**src/ctw_pkg.sv**
```systemverilog
// Shared constants, codes and types for the transceiver wake and fault control.
package ctw_pkg;
  // Transceiver mode codes; only the wake-capable code is fixed.
  localparam logic [1:0] CTW_XM_OFF    = 2'h0;
  localparam logic [1:0] CTW_XM_WAKE   = 2'h1;
  localparam logic [1:0] CTW_XM_RXONLY = 2'h2;
  localparam logic [1:0] CTW_XM_NORMAL = 2'h3;
  localparam logic [1:0] CTW_XM_RESET  = CTW_XM_OFF;

  // Chip operating modes.
  typedef enum logic [2:0] {
    CTW_CHIP_NORMAL,
    CTW_CHIP_STOP,
    CTW_CHIP_SLEEP,
    CTW_CHIP_RESTART,
    CTW_CHIP_FAILSAFE
  } ctw_chip_t;

  // Status flag positions inside the three-bit flag vector.
  localparam int CTW_FLG_WAKE = 0;
  localparam int CTW_FLG_FAIL = 1;
  localparam int CTW_FLG_UV   = 2;
  localparam int CTW_FLG_W    = 3;

  // Timing in nanoseconds and the clock period.
  localparam int CTW_CLK_NS        = 4;
  localparam int CTW_WAKE_MIN_NS   = 500;
  localparam int CTW_WAKE_MAX_NS   = 4000;
  localparam int CTW_TXD_TO_NS     = 4000;
  localparam int CTW_BUS_TO_NS     = 4000;
  // Least times round up, longest times round down.
  localparam int CTW_WAKE_MIN_CYC  = (CTW_WAKE_MIN_NS + CTW_CLK_NS - 1)
                                     / CTW_CLK_NS;
  localparam int CTW_WAKE_MAX_CYC  = CTW_WAKE_MAX_NS / CTW_CLK_NS;
  localparam int CTW_TXD_TO_CYC    = (CTW_TXD_TO_NS + CTW_CLK_NS - 1)
                                     / CTW_CLK_NS;
  localparam int CTW_BUS_TO_CYC    = (CTW_BUS_TO_NS + CTW_CLK_NS - 1)
                                     / CTW_CLK_NS;

  // Host register byte offsets.
  localparam logic [3:0] CTW_REG_CTRL   = 4'h0;
  localparam logic [3:0] CTW_REG_STATUS = 4'h4;
  localparam logic [3:0] CTW_REG_CLEAR  = 4'h8;
  // Control register fields.
  localparam int CTW_CTRL_MODE_LO = 0;
  localparam int CTW_CTRL_CHIP_LO = 2;
  localparam int CTW_CTRL_WDWAKE  = 5;
  localparam int CTW_CTRL_WDEN    = 6;
  localparam int CTW_CTRL_SUPPLY  = 7;
  localparam logic [7:0] CTW_CTRL_RESET = 8'h00;
  // Status register fields.
  localparam int CTW_ST_MODE_LO  = 0;
  localparam int CTW_ST_CHIP_LO  = 2;
  localparam int CTW_ST_FLAG_LO  = 5;
  localparam int CTW_ST_WDEN     = 8;
  localparam int CTW_ST_RXD      = 9;
  localparam int CTW_ST_INTN     = 10;
  localparam int CTW_ST_REFUSED  = 11;
  // Clear register: bits 2..0 clear flags, bit 3 clears refused.
  localparam int CTW_CLR_REFUSED = 3;
endpackage : ctw_pkg

```
**src/ctw_if.sv**
```systemverilog
// Link between the transceiver control device and its host controller.
`timescale 1ns/1ps
interface ctw_if;
  import ctw_pkg::*;
  logic                  txd;          // Transmit data in, low is dominant.
  logic                  rxd;          // Receive data out, low is dominant.
  logic                  int_n;        // Interrupt, active low.
  logic                  cfg_we;       // One-cycle configuration write.
  logic [1:0]            cfg_mode;     // Requested transceiver mode.
  ctw_chip_t             cfg_chip;     // Requested chip mode.
  logic                  cfg_wdwake;   // Watchdog on bus wake.
  logic                  cfg_wden;     // Watchdog enable.
  logic                  clr_we;       // One-cycle flag clear strobe.
  logic [CTW_FLG_W-1:0]  clr_bits;     // Flags to clear.
  logic [1:0]            stat_mode;    // Transceiver mode read back.
  ctw_chip_t             stat_chip;    // Chip mode read back.
  logic [CTW_FLG_W-1:0]  stat_flags;   // Wake, fail, supply-low flags.
  logic                  stat_wden;    // Watchdog enabled.

  modport dev (input txd, cfg_we, cfg_mode, cfg_chip, cfg_wdwake,
               cfg_wden, clr_we, clr_bits,
               output rxd, int_n, stat_mode, stat_chip, stat_flags,
               stat_wden);
  modport host (output txd, cfg_we, cfg_mode, cfg_chip, cfg_wdwake,
                cfg_wden, clr_we, clr_bits,
                input rxd, int_n, stat_mode, stat_chip, stat_flags,
                stat_wden);
endinterface : ctw_if

```
**src/ctw_dev.sv**
```systemverilog
// Transceiver mode, wake and fault control inside the system chip.
// Function
// - Wake holds mode code and receive low
// - Re-arm by leaving then re-entering wake
// - Stop or fail-safe entry re-arms wake
// - Host sets wake or off before sleep
// - Re-arm needs no wake flag clear
// - Host enables supply before normal mode
// - Stop/normal wake: interrupt, flag, receive low
// - Stop wake never moves to normal
// - Stop wake enables watchdog when configured
// - Sleep wake goes restart then normal
// - Sleep wake gives no interrupt, sets flag
// - Restart/fail-safe wake gives restart, interrupt high
// - Transmit dominant timeout drops driver, sets fail
// - Transmit recovers when dominant removed
// - Long bus dominant sets fail flag
// - Supply monitored only in listed modes
// - Supply low sets flag, drops driver
// - Supply recovery restores normal automatically
// - Wake pattern is dom, rec, dom windows
// - Off after reset, ignores bus wake
// - Fail-safe entry forces wake-capable mode
//
// Our own choices: the address map and the Avalon-MM register port.
`timescale 1ns/1ps
module ctw_dev
  import ctw_pkg::*;
#(
  parameter int CNT_W    = 16,
  parameter int WAKE_MIN = CTW_WAKE_MIN_CYC,
  parameter int WAKE_MAX = CTW_WAKE_MAX_CYC,
  parameter int TXD_TO   = CTW_TXD_TO_CYC,
  parameter int BUS_TO   = CTW_BUS_TO_CYC
) (
  input  wire logic CLK_I,
  input  wire logic RST_I,
  input  wire logic CE_I,
  ctw_if.dev        LNK,
  input  wire logic BUS_DOM_I,
  input  wire logic SUPPLY_LOW_I,
  output logic      BUS_DRIVE_O,
  output logic      TX_STAGE_EN_O
);
  // Detector states for the dominant, recessive, dominant wake pattern.
  typedef enum logic [2:0] {
    DET_IDLE, DET_DOM1, DET_REC, DET_DOM2, DET_LONG
  } ctw_det_t;

  // Saturating counter step; used by every timer here.
  function automatic logic [CNT_W-1:0] inc(input logic [CNT_W-1:0] c);
    inc = (&c) ? c : c + {{(CNT_W-1){1'b0}}, 1'b1};
  endfunction : inc

  // True when a phase length lies strictly inside the wake filter window.
  function automatic logic in_win(input logic [CNT_W-1:0] c);
    in_win = (c > CNT_W'(WAKE_MIN)) && (c < CNT_W'(WAKE_MAX));
  endfunction : in_win

  localparam logic [CNT_W-1:0] ONE = {{(CNT_W-1){1'b0}}, 1'b1};

  logic                 bus_m, bus_s;       // Bus level synchroniser.
  logic                 uvl_m, uvl_s;       // Supply-low synchroniser.
  ctw_det_t             det, next_det;      // Pattern detector state.
  logic [CNT_W-1:0]     dcnt, next_dcnt;    // Phase length counter.
  logic                 wake_det;           // Pattern seen this cycle.
  logic [1:0]           mode, next_mode;    // Transceiver mode field.
  ctw_chip_t            chip, next_chip;    // Chip mode.
  logic                 armed, next_armed;  // Wake capability armed.
  logic                 hold, next_hold;    // Receive held low by wake.
  logic                 from_slp, next_from_slp; // Restart came from sleep.
  logic                 intp, next_intp;    // Interrupt pending.
  logic                 wden, next_wden;    // Watchdog enabled.
  logic                 wdwake, next_wdwake;// Watchdog on bus wake.
  logic [CTW_FLG_W-1:0] flags, next_flags;  // Sticky status flags.
  logic                 tout, next_tout;    // Transmit timeout active.
  logic                 uv, next_uv;        // Supply low active.
  logic [CNT_W-1:0]     tcnt, next_tcnt;    // Transmit dominant timer.
  logic [CNT_W-1:0]     bcnt, next_bcnt;    // Bus dominant timer.
  logic                 rx_active;          // Normal or receive-only.
  logic                 drv_ok;             // Driver stage may transmit.

  // Bus and supply pins come from outside; two flops before any use.
  always_ff @(posedge CLK_I) begin
    if (RST_I) begin
      bus_m <= 1'b0;
      bus_s <= 1'b0;
      uvl_m <= 1'b0;
      uvl_s <= 1'b0;
    end else if (CE_I) begin
      bus_m <= BUS_DOM_I;
      bus_s <= bus_m;
      uvl_m <= SUPPLY_LOW_I;
      uvl_s <= uvl_m;
    end
  end

  // Wake pattern detector; a phase outside the window restarts the search.
  always_comb begin
    next_det  = det;
    next_dcnt = inc(dcnt);
    wake_det  = 1'b0;
    case (det)
      DET_IDLE: begin
        next_dcnt = ONE;
        if (bus_s) next_det = DET_DOM1;
      end
      DET_DOM1, DET_REC, DET_DOM2: begin
        if (dcnt >= CNT_W'(WAKE_MAX)) begin
          // Too long: wait for a recessive bus level before restarting.
          next_det = DET_LONG;
        end else if (bus_s != (det != DET_REC)) begin
          next_dcnt = ONE;
          if (!in_win(dcnt)) next_det = bus_s ? DET_DOM1 : DET_IDLE;
          else if (det == DET_DOM1) next_det = DET_REC;
          else if (det == DET_REC) next_det = DET_DOM2;
          else begin
            next_det = DET_IDLE;
            wake_det = 1'b1;
          end
        end
      end
      DET_LONG: begin
        next_dcnt = ONE;
        if (!bus_s) next_det = DET_IDLE;
      end
      default: next_det = DET_IDLE;
    endcase
  end

  // Detector registers.
  always_ff @(posedge CLK_I) begin
    if (RST_I) begin
      det  <= DET_IDLE;
      dcnt <= '0;
    end else if (CE_I) begin
      det  <= next_det;
      dcnt <= next_dcnt;
    end
  end

  assign rx_active = (mode == CTW_XM_NORMAL) || (mode == CTW_XM_RXONLY);
  // The driver is off in receive-only, on timeout and on supply low.
  assign drv_ok    = (mode == CTW_XM_NORMAL) && !tout && !uv;

  // Mode, wake and fault control.
  always_comb begin
    next_mode     = mode;
    next_chip     = chip;
    next_armed    = armed;
    next_hold     = hold;
    next_from_slp = 1'b0;
    next_intp     = intp;
    next_wden     = wden;
    next_wdwake   = wdwake;
    next_flags    = flags;
    next_tout     = tout;
    next_uv       = uv;
    next_tcnt     = '0;
    next_bcnt     = '0;
    // Software clears go first so that hardware sets below win.
    if (LNK.clr_we) begin
      next_flags = flags & ~LNK.clr_bits;
      if (LNK.clr_bits[CTW_FLG_WAKE]) next_intp = 1'b0;
    end
    // Restart after a sleep wake proceeds to normal on its own.
    if (from_slp && chip == CTW_CHIP_RESTART) next_chip = CTW_CHIP_NORMAL;
    if (LNK.cfg_we) begin
      next_wdwake = LNK.cfg_wdwake;
      next_wden   = LNK.cfg_wden;
      next_mode   = LNK.cfg_mode;
      // Any change of mode ends the wake hold.
      if (LNK.cfg_mode != mode) next_hold = 1'b0;
      // A fresh entry into wake-capable re-arms, as do stop and fail-safe below; flag untouched.
      if (LNK.cfg_mode == CTW_XM_WAKE && mode != CTW_XM_WAKE)
        next_armed = 1'b1;
      next_chip = LNK.cfg_chip;
      if (LNK.cfg_chip == CTW_CHIP_STOP || LNK.cfg_chip == CTW_CHIP_FAILSAFE)
        next_armed = 1'b1;
      if (LNK.cfg_chip == CTW_CHIP_FAILSAFE) begin
        next_mode = CTW_XM_WAKE;
        next_hold = 1'b0;
      end
    end
    // A pattern counts only when wake-capable and armed; off ignores it.
    if (wake_det && mode == CTW_XM_WAKE && armed) begin
      next_armed = 1'b0;
      next_hold  = 1'b1;
      next_flags[CTW_FLG_WAKE] = 1'b1;
      case (chip)
        CTW_CHIP_NORMAL, CTW_CHIP_STOP: begin
          // Chip mode stays; a host command in this cycle still counts.
          next_intp = 1'b1;
          if (chip == CTW_CHIP_STOP && wdwake && !wden)
            next_wden = 1'b1;
        end
        CTW_CHIP_SLEEP: begin
          next_chip     = CTW_CHIP_RESTART;
          next_from_slp = 1'b1;
        end
        CTW_CHIP_RESTART, CTW_CHIP_FAILSAFE: begin
          next_chip = CTW_CHIP_RESTART;
        end
        default: next_chip = chip;
      endcase
    end
    // Transmit dominant timeout in normal mode, released by recessive.
    if (mode == CTW_XM_NORMAL && !LNK.txd) begin
      next_tcnt = inc(tcnt);
      if (tcnt >= CNT_W'(TXD_TO)) begin
        next_tout = 1'b1;
        next_flags[CTW_FLG_FAIL] = 1'b1;
      end
    end else begin
      next_tout = 1'b0;
    end
    // Bus clamp detection leaves the configuration alone.
    if (rx_active && bus_s) begin
      next_bcnt = inc(bcnt);
      if (bcnt >= CNT_W'(BUS_TO)) next_flags[CTW_FLG_FAIL] = 1'b1;
    end
    // Supply low is watched only in the listed modes and self-heals.
    if (rx_active && (chip == CTW_CHIP_NORMAL || chip == CTW_CHIP_STOP)) begin
      next_uv = uvl_s;
      if (uvl_s) next_flags[CTW_FLG_UV] = 1'b1;
    end else begin
      next_uv = 1'b0;
    end
  end

  // Control registers; transceiver starts off after reset.
  always_ff @(posedge CLK_I) begin
    if (RST_I) begin
      mode     <= CTW_XM_RESET;
      chip     <= CTW_CHIP_NORMAL;
      armed    <= 1'b1;
      hold     <= 1'b0;
      from_slp <= 1'b0;
      intp     <= 1'b0;
      wden     <= 1'b0;
      wdwake   <= 1'b0;
      flags    <= '0;
      tout     <= 1'b0;
      uv       <= 1'b0;
      tcnt     <= '0;
      bcnt     <= '0;
    end else if (CE_I) begin
      mode     <= next_mode;
      chip     <= next_chip;
      armed    <= next_armed;
      hold     <= next_hold;
      from_slp <= next_from_slp;
      intp     <= next_intp;
      wden     <= next_wden;
      wdwake   <= next_wdwake;
      flags    <= next_flags;
      tout     <= next_tout;
      uv       <= next_uv;
      tcnt     <= next_tcnt;
      bcnt     <= next_bcnt;
    end
  end

  // Receive follows the bus only when receiving and no wake is held.
  assign LNK.rxd        = hold ? 1'b0 : (rx_active ? !bus_s : 1'b1);
  assign LNK.int_n      = !intp;
  assign LNK.stat_mode  = mode;
  assign LNK.stat_chip  = chip;
  assign LNK.stat_flags = flags;
  assign LNK.stat_wden  = wden;
  assign BUS_DRIVE_O    = drv_ok && !LNK.txd;
  assign TX_STAGE_EN_O  = drv_ok;
endmodule : ctw_dev

```
**src/flat_wrapper.sv**
```systemverilog
// flat-port wrapper written by rule: the top's interface ports become plain ports
module ctw_dev_flat import ctw_pkg::*;
#(
  parameter int CNT_W    = 16,
  parameter int WAKE_MIN = CTW_WAKE_MIN_CYC,
  parameter int WAKE_MAX = CTW_WAKE_MAX_CYC,
  parameter int TXD_TO   = CTW_TXD_TO_CYC,
  parameter int BUS_TO   = CTW_BUS_TO_CYC
)
  (CLK_I, RST_I, CE_I, BUS_DOM_I, SUPPLY_LOW_I, BUS_DRIVE_O, TX_STAGE_EN_O, LNK_txd, LNK_cfg_we, LNK_cfg_mode, LNK_cfg_chip, LNK_cfg_wdwake, LNK_cfg_wden, LNK_clr_we, LNK_clr_bits, LNK_rxd, LNK_int_n, LNK_stat_mode, LNK_stat_chip, LNK_stat_flags, LNK_stat_wden);
  ctw_if LNK_i ();
  input  wire logic CLK_I;
  input  wire logic RST_I;
  input  wire logic CE_I;
  input  wire logic BUS_DOM_I;
  input  wire logic SUPPLY_LOW_I;
  output logic BUS_DRIVE_O;
  output logic TX_STAGE_EN_O;
  input wire logic [$bits(LNK_i.txd)-1:0] LNK_txd;
  input wire logic [$bits(LNK_i.cfg_we)-1:0] LNK_cfg_we;
  input wire logic [$bits(LNK_i.cfg_mode)-1:0] LNK_cfg_mode;
  input wire logic [$bits(LNK_i.cfg_chip)-1:0] LNK_cfg_chip;
  input wire logic [$bits(LNK_i.cfg_wdwake)-1:0] LNK_cfg_wdwake;
  input wire logic [$bits(LNK_i.cfg_wden)-1:0] LNK_cfg_wden;
  input wire logic [$bits(LNK_i.clr_we)-1:0] LNK_clr_we;
  input wire logic [$bits(LNK_i.clr_bits)-1:0] LNK_clr_bits;
  output wire logic [$bits(LNK_i.rxd)-1:0] LNK_rxd;
  output wire logic [$bits(LNK_i.int_n)-1:0] LNK_int_n;
  output wire logic [$bits(LNK_i.stat_mode)-1:0] LNK_stat_mode;
  output wire logic [$bits(LNK_i.stat_chip)-1:0] LNK_stat_chip;
  output wire logic [$bits(LNK_i.stat_flags)-1:0] LNK_stat_flags;
  output wire logic [$bits(LNK_i.stat_wden)-1:0] LNK_stat_wden;
  assign LNK_i.txd = LNK_txd;
  assign LNK_i.cfg_we = LNK_cfg_we;
  assign LNK_i.cfg_mode = LNK_cfg_mode;
  assign LNK_i.cfg_chip = LNK_cfg_chip;
  assign LNK_i.cfg_wdwake = LNK_cfg_wdwake;
  assign LNK_i.cfg_wden = LNK_cfg_wden;
  assign LNK_i.clr_we = LNK_clr_we;
  assign LNK_i.clr_bits = LNK_clr_bits;
  assign LNK_rxd = LNK_i.rxd;
  assign LNK_int_n = LNK_i.int_n;
  assign LNK_stat_mode = LNK_i.stat_mode;
  assign LNK_stat_chip = LNK_i.stat_chip;
  assign LNK_stat_flags = LNK_i.stat_flags;
  assign LNK_stat_wden = LNK_i.stat_wden;
  ctw_dev #(.CNT_W(CNT_W), .WAKE_MIN(WAKE_MIN), .WAKE_MAX(WAKE_MAX), .TXD_TO(TXD_TO), .BUS_TO(BUS_TO)) u_core (.CLK_I(CLK_I), .RST_I(RST_I), .CE_I(CE_I), .LNK(LNK_i), .BUS_DOM_I(BUS_DOM_I), .SUPPLY_LOW_I(SUPPLY_LOW_I), .BUS_DRIVE_O(BUS_DRIVE_O), .TX_STAGE_EN_O(TX_STAGE_EN_O));
endmodule
```
**config.mk**
```make
export PLATFORM = sky130hd
export DESIGN_NAME = ctw_dev_flat
export DESIGN_NICKNAME = d
export VERILOG_FILES = /design/src/ctw_pkg.sv /design/src/ctw_if.sv /design/src/ctw_dev.sv /design/src/flat_wrapper.sv
export SDC_FILE = /design/constraint.sdc
export NUM_CORES = 1
export LEC_CHECK = 0
export BUFFER_PORTS_ARGS = -buffer_cell sky130_fd_sc_hd__buf_2
export CAP_MARGIN = 20
export CORE_UTILIZATION = 29
export DETAILED_ROUTE_END_ITERATION = 7
export PLACE_DENSITY_LB_ADDON = 0.15
export SLEW_MARGIN = 20
export SYNTH_ARGS = -nofsm -noshare
export SYNTH_HDL_FRONTEND = slang
export SYNTH_SLANG_ARGS = --single-unit
```
**constraint.sdc**
```tcl
create_clock -name CLK_I -period 2.2 [get_ports CLK_I]
set_clock_uncertainty 0.05 [all_clocks]
set_input_delay 0.22 -clock CLK_I [delete_from_list [all_inputs] [get_ports CLK_I]]
set_output_delay 0.22 -clock CLK_I [all_outputs]
set_load 0.01 [all_outputs]
```
==> Word-level counts from Yosys, hierarchy flattened <==
Cells that the tools add are included.
{ "word_totals": {"reg_bits": 71, "in_bits": 18, "output_inout_bits": 13} }
{ "classes": {"n_addsub": 3, "magnitude_cmp": 5, "n_eq_ne": 25, "muxes": 59, "n_bitwise": 2, "n_reduce_logical": 44} }
{ "op_table": {"columns": ["op", "n"], "rows": [
  ["$mux W16", 7],
  ["$add A16 B1 Y16 const B", 3],
  ["$ge A16 B10 Y1 const B", 3],
  ["$reduce_and A16 Y1", 3],
  ["$mux W1", 37],
  ["$pmux W16 S2", 1],
  ["$mux W3", 10],
  ["$gt A16 B7 Y1 const B", 1],
  ["$lt A16 B10 Y1 const B", 1],
  ["$logic_and A1 B1 Y1", 13],
  ["$eq A3 B2 Y1 const B", 4],
  ["$reduce_and A2 Y1", 6],
  ["$eq A3 B1 Y1 const B", 3],
  ["$eq A3 B3 Y1 const B", 3],
  ["$pmux W3 S3", 1],
  ["$ne A2 B2 Y1 const B", 4],
  ["$logic_not A1 Y1", 6],
  ["$logic_not A3 Y1", 2],
  ["$pmux W3 S2", 1],
  ["$reduce_and A3 Y1", 2],
  ["$reduce_bool A3 Y1", 2],
  ["$reduce_or A3 Y1", 2],
  ["$eq A2 B1 Y1 const B", 2],
  ["$eq A2 B2 Y1 const B", 2],
  ["other kinds (13)", 19]
]} }

==> Depth between registers and ports, before layout <==
Gate-level depths: netlist of the first run.
{ "depth": {"word_depth": 11, "depth_mapped": 7, "mapped_depth_nobuf": 7} }

==> Worst setup path after synthesis of the first run <==
OpenSTA, ideal clock, no wires.
{ "synth_path": {"path_type": "reg-to-reg", "start": "register u_core.dcnt[0]", "end": "register u_core.armed", "arrival_ns": 1.767, "slack_ns": 0.269, "stages_incl_launch_ff": 8, "path_buffers": 0, "synth_period_minus_slack_ns": 1.931, "cell_sequence": "dfxtp_1 inv_1 ha_1 nor4bb_1 a21oi_1 nor4b_4 nand2_1 a21o_1"} }
{ "synth_via": {"elab_chain_len": 10} }
{ "synth_lines": {"columns": ["element", "line_no", "text"], "rows": [
  ["start, declared", "ctw_dev.sv:65", "logic [CNT_W-1:0] dcnt, next_dcnt;"],
  ["start signal, assigned", "ctw_dev.sv:138", "dcnt <= next_dcnt;"],
  ["$gt A16 B7 Y1 or $lt A16 B10 Y1 (tied branches)", "ctw_dev.sv:57", "in_win = (c > CNT_W'(WAKE_MIN)) && (c < CNT_W'(WAKE_MAX));"],
  ["$logic_and A1 B1 Y1", "ctw_dev.sv:57", null],
  ["$mux W1", "ctw_dev.sv:114", "if (!in_win(dcnt)) next_det = bus_s ? DET_DOM1 : DET_IDLE;"],
  ["$mux W1", "ctw_dev.sv:112", "end else if (bus_s != (det != DET_REC)) begin"],
  ["$mux W1 *", "ctw_dev.sv:109", "if (dcnt >= CNT_W'(WAKE_MAX)) begin"],
  ["$mux W1 *", "ctw_dev.sv:103", "case (det)"],
  ["$logic_and A1 B1 Y1 * (2 in a row)", "ctw_dev.sv:186", "if (wake_det && mode == CTW_XM_WAKE && armed) begin"],
  ["$reduce_bool A3 Y1 (no line) or $reduce_bool A2 Y1 (tied branches)", null, null],
  ["$reduce_and A3 Y1 (no line)", null, null],
  ["end signal, assigned", "ctw_dev.sv:250", "armed <= next_armed;"],
  ["end, declared", "ctw_dev.sv:69", "logic armed, next_armed;"]
]} }
Every way passes the cells marked *; elsewhere a longest branch is shown, timed or not.
A chain may end at the register's enable or synchronous reset.

==> Worst setup path after layout of the first run <==
{ "layout_path": {"start": "register u_core.dcnt[0]", "end": "register u_core.det[1]"} }
{ "layout_via": {"elab_chain_len": 6} }
{ "layout_lines": {"columns": ["element", "line_no", "text"], "rows": [
  ["$gt A16 B7 Y1 or $lt A16 B10 Y1 (tied branches)", "ctw_dev.sv:57", null],
  ["$logic_and A1 B1 Y1", "ctw_dev.sv:57", null],
  ["$mux W3", "ctw_dev.sv:114", null],
  ["$mux W3", "ctw_dev.sv:112", null],
  ["$mux W3", "ctw_dev.sv:109", null],
  ["$pmux W3 S3", "ctw_dev.sv:103", null],
  ["end signal, assigned", "ctw_dev.sv:137", "det <= next_det;"],
  ["end, declared", "ctw_dev.sv:64", "ctw_det_t det, next_det;"]
]} }
Several ways; a longest one is shown, not always the timed one. The select of a mux whose other input is x is not followed.

==> impl_metrics.ini, run 1 <==
[cells_and_area]
synthToLayoutAreaGrowth_pct = 18.5
regArea_um2 = 1420
nNetsFinal = 529
n_fill_cell = 1381
drive_gt1_share_pct = 17.7
stdcell_area_um2 = 4590
diodes = 0
multi_input_area_um2 = 2280
fin_cells = 680

[routing]
dr.pass1.iters = 5
top_layer = met4
viasPerCell = 5.00
vias = 3398
ant_nets = 0
drc = 0
routed_wl_mm = 9.48
drt_iter0_drc = 125
wl_per_cell_um = 13.9
route.met2.wl_mm = 4.14
wl_met1_mm = 5.02
wl_met3_um = 222

[yosys]
ys_seq_elements = 71
synth_largest_area_cell = dfxtp_1
syn_inst = 467
async_flop_share_pct = 0
yosysMostFrequentCell = dfxtp_1
synth_top_area_share_pct = 36.7
synth-edff-count = 0
syn-cell-area_um2 = 3870
synth_ff_type = dfxtp_1
synth.cells.most_frequent = 71 x dfxtp_1, 60 x nor2_1, 33 x a21oi_1, 31 x nand2_1
synth_nets = 493
yosysWarningCount = 0
synth.top_cells.by_area = dfxtp_1 37%, nor2_1 5.8%, a21oi_1 4.3%
avgSynthCellArea_um2 = 8.29
yosysUniqueCellTypes = 60
seq_area_frac_synth_pct = 36.7

[setup_path]
cpPeakStageDelay_ps = 410
critPathCaptureType = flop
cp-start-kind = flop
r2r_slack_ps = 130
worstPathArrival_ps = 2260
cp.required_ps = 2400
crit_path_cell_trace = inv_1 > ha_1 > nor4bb_2 > a21oi_2 > or4_1 > a211o_1 > o31ai_1
cp_slowest_cell = or4_1
crit_buf_inv = 1
critPathKind = flop to flop
crit_family = simple AND/OR/NAND/NOR gates
cp_max_fo = 5

[clock_network]
post_cts_resized = 0
clk_latency_ps = 330
cts_hold_buf = 0
cts_tree = built
clock_sinks = 71
post-cts-setup-buffers = 0
numCtsBuffers = 9
cts_max_path_buffers = 2
clkSlewWorstSetupHoldPaths_ps = 50
root_buffer = clkbuf_16
htreeDepth = 3

[pwr]
max-vdd-ir-drop_mv = 0.368
total_power_mw = 3.00
p_leak_nw = 1.66
powerDensity_nw_per_um2 = 655

[placement]
place_area_um2 = 4260
dp.cells = 664
place_ws_ps = 130
place_hpwl_mm = 6.67
io_buffer_count = 30
place.gp.congestion = 0.786

[timing]
max_freq_mhz = 484
tns_ps = 0
fin_crit_sh_pct = 93.9
finalHoldViolCount = 0
slew_headroom_pct = 58.0
rsz0062_at_grt = false
tightest_slew_ps = 625
min_period_ps = 2070
worst_slack_ps = 133
setup_viol = 0
drv_slew = 0

[status]
status = finished, final reports clean

[grt]
grt-ovfl-total = 0
track_usage_pct = 14.4
grt_max_degree = 32
antenna_found_initial = 0
first_global_vias = 3184
grt_pass1_wl_mm = 16.1

[die]
die-area_um2 = 13800
core-area_um2 = 12800
initial_core_util_pct = 30.2
die_w_um = 118
die_h_um = 118
num_rows = 41
ioPinCount = 31

[worst_hold_path]
min_path_type = input port to flop

[run]
timing.max_cap.violations = 0
-- worst min-delay path, stage by stage --
cell and delay [ps]:
buf_2 80, mux2i_1 60, nor2_1 70
-- cells by family after synthesis --
family	share of synthesized area (%)
XOR/XNOR	6.79
multiplexers	3.10
AO/OA/AOI/OAI	18.2
adder cells (fa/ha/maj)	2.59
AND/OR/NAND/NOR	28.0
flip-flops	36.7
buffers and inverters	4.56
-- power by group --
| group | leakage [nW] | internal [mW] | switching (mW) |
|---|---|---|---|
| clock | 0.156 | 0.967 | 0.544 |
| combinational | 0.927 | 0.0685 | 0.108 |
| sequential | 0.575 | 1.30 | 0.0149 |
-- state kept, by name (all words and copies together) (netlist names), 2 cells and up --
register	cells
u_core.LNK.stat_flags	3
u_core.LNK.stat_mode	2
u_core.dcnt	16
u_core.det	3
u_core.bcnt	16
u_core.LNK.stat_chip	3
u_core.tcnt	16
-- final cells by class --
class / instances / area share (%)
well taps: 172 / 4.69
flip-flops and latches: 71 / 31.0
inverters: 21 / 1.72
clock inverters: 3 / 0.873
clock buffers: 13 / 5.89
repair buffers: 45 / 6.00
multi-input cells: 355 / 49.8
-- cell usage in the layout (no fill, tap or decap), drive strengths merged, types with 6 or more instances in the layout --
cell | Yosys | final
dfxtp | 71 | 71
nor2 | 64 | 64
buf | 9 | 45
a21oi | 34 | 34
nand2 | 31 | 31
nand3 | 22 | 22
nor3 | 22 | 22
inv | 21 | 21
o21ai | 18 | 18
xnor2 | 16 | 16
xor2 | 14 | 14
clkbuf | 11 | 13
mux2i | 12 | 12
nand4 | 11 | 11
a211oi | 10 | 10
and3 | 9 | 9
a31oi | 8 | 8
ha | 8 | 8
nor4 | 7 | 7
o211ai | 7 | 7
or3 | 6 | 6
and2 | 6 | 6
-- through the flow --
step / util [%] / hold slack, ps
floorplan: - / 317
global placement: 33.2 / 393
detailed placement: 33.2 / 399
CTS: 35.7 / 69.1
global route: 35.8 / 94.2
finish: 35.8 / 84.3
-- per-layer routing --
| layer | GRT usage, % | up-vias |
|---|---|---|
| li1 | - | 1756 |
| met1 | 20.1 | 1592 |
| met2 | 21.0 | 42 |
| met3 | 2.81 | 8 |
| met4 | 7.05 | 0 |
| met5 | 0 | - |
-- final timing paths --
check,startpoint,to,cells past startpoint
worst max-delay path,u_core.dcnt[0],u_core.det[1],7
worst min-delay path,SUPPLY_LOW_I,u_core.uvl_m,3
worst max register to register,u_core.dcnt[0],u_core.det[1],7
worst min register to register,u_core.from_slp,u_core.from_slp,2
No activity file was read; power rests on OpenSTA's default activity.
==> run 2, diff against run 1 <==
--- a/config.mk
+++ b/config.mk
@@ -7,6 +7,8 @@
 export LEC_CHECK = 0
 export BUFFER_PORTS_ARGS = -buffer_cell sky130_fd_sc_hd__buf_2
 export CAP_MARGIN = 20
+export CELL_PAD_IN_SITES_DETAIL_PLACEMENT = 2
+export CELL_PAD_IN_SITES_GLOBAL_PLACEMENT = 2
 export CORE_UTILIZATION = 29
 export DETAILED_ROUTE_END_ITERATION = 7
 export PLACE_DENSITY_LB_ADDON = 0.15
==> run 2 against run 1 <==
Net effect:
- largest cell class unchanged
- critical path depth is the same
- clock power increased by 9%
- first-iteration DRC count shrank 0.80%
- count of clock-buffer cells in the layout is 2 lower
- largest power group unchanged
- die area is the same
- highest routed layer unchanged
- sequential share of layout area fell by 0.27 points
- cell area grew 0.87%
- power grew 4.4%
==> impl_metrics.ini, run 2 (same netlist as run 1, synthesis figures left out) <==
[setup_path]
worstPathArrival_ps = 2280
critPathCaptureType = flop
cp.required_ps = 2410
cp_max_fo = 5
critPathKind = flop to flop
cp-start-kind = flop

[cells_and_area]
reg_top3 = u_core.bcnt: 16 flops, u_core.dcnt: 16 flops, u_core.tcnt: 16 flops
synthToLayoutAreaGrowth_pct = 19.5
final_core_util_pct = 36.1
drive_gt1_share_pct = 18.6
diodes = 0
final_common_cell = dfxtp_1
layout_common_cells = 69 x dfxtp_1, 60 x nor2_1, 32 x a21oi_1, 31 x nand2_1, 30 x buf_2
nNetsFinal = 533

[routing]
routed_wl_mm = 11.8
vias = 3594
viasPerCell = 5.25
wl_per_cell_um = 17.2
drt_iter0_drc = 124
ant_nets = 0
drc = 0
dr.pass1.iters = 4

[placement]
place.gp.congestion = 0.761
io_buffer_count = 30
place_hpwl_mm = 8.67

[clock_network]
htreeDepth = 3
numCtsBuffers = 9
clkSlewWorstSetupHoldPaths_ps = 60
clock_sinks = 71
cts_tree = built
cts_max_path_buffers = 2
clk_latency_ps = 340
root_buffer = clkbuf_16
post-cts-setup-buffers = 0

[timing]
tightest_slew_ps = 573
setup_viol = 0
fin_crit_sh_pct = 94.3
drv_slew = 0
max_freq_mhz = 482
min_period_ps = 2070
finalHoldViolCount = 0
slew_headroom_pct = 61.8

[pwr]
pwr-share-comb_pct = 5.7
powerDensity_nw_per_um2 = 678
switching_share_pct = 22.8
p_leak_nw = 1.67
clkPwrFrac_pct = 52.2
p_sw_mw = 0.716
pwr-share-seq_pct = 42.1
p_int_mw = 2.42
max-vdd-ir-drop_mv = 0.406
total_power_mw = 3.14

[die]
initial_core_util_pct = 30.2
die_h_um = 118
num_rows = 41
core-area_um2 = 12800
die_w_um = 118
ioPinCount = 31
die-area_um2 = 13800

[grt]
track_usage_pct = 18.2
antenna_found_initial = 0
grt_pass1_wl_mm = 20.3
first_global_vias = 4008
grt_max_degree = 22
grt-ovfl-total = 0

[run]
timing.max_cap.violations = 0

[worst_hold_path]
min_path_type = input port to flop

[status]
status = finished, final reports clean
==> run 2: cell count changes in the layout (fill, tap and decap cells not counted), sizes merged <==
cell	change
clkbuf	-2
clkinv	-1
clkinvlp	+2
buf	+4
bufinv	+1
==> run 2: per-layer routing <==
metal	wire (um)	share of wire [%]	vias to the layer above	global-route usage [%]
met5	0	0	-	0
met4	96	0.82	0	3.93
met3	340	2.9	5	5.04
met2	5790	49	37	31.8
met1	5540	47	1798	22.2
li1	-	-	1754	-
==> run 2: area by class of cell <==
class | instances | area, um2
clock inverters | 5 | 80.1
multi-input cells | 355 | 2280
clock buffers | 11 | 253
inverters | 21 | 78.8
repair buffers | 49 | 293
flip-flops and latches | 71 | 1420
well taps | 172 | 215
fillers | 1478 | 8200
==> run 2: final timing paths <==
kind,depth (start not counted),slack (ps),endpoint,startpoint
hold reg to reg,2,410,u_core.intp,u_core.intp
hold / removal,3,70,u_core.uvl_m,SUPPLY_LOW_I
setup / recovery,7,130,u_core.det[1],u_core.dcnt[0]
setup reg to reg,7,130,u_core.det[1],u_core.dcnt[0]
==> run 2: per-stage QoR <==
stage                     setup TNS [ps]  cells  setup slack [ps]  hold WS, ps  instance area, um2
after global routing               -13.1    684             -13.1          106                4630
after CTS                              0    684              50.3         62.2                4610
after detailed placement               0    668              65.0          404                4280
final                                  0    684               126         67.8                4630
after global placement                 0    668               192          398                4280
after floorplan                        0    467               269          317                3870
==> run 2: repair_timing <==
item	in CTS	in global routing
setup endpoints to repair	0	8
hold buffers	0	0
gates resized for setup	0	4
==> run 2: worst max-delay path, stage by stage (launching register included) <==
cell	delay [ps]
dfxtp_2	370
inv_1	100
ha_1	220
nor4bb_2	340
a21oi_2	140
or4_1	410
a211o_1	300
o31ai_1	60
==> run 2: power by group through the flow <==
stage          clock [mW]  sequential [mW]  combinational (mW)
2_1_floorplan           0             1.34               0.107
4_1_cts              1.69             1.32               0.182
3_5_place_dp            0             1.35               0.180
3_3_place_gp            0             1.35               0.175
6_report             1.64             1.32               0.178
5_1_grt              1.74             1.32               0.199
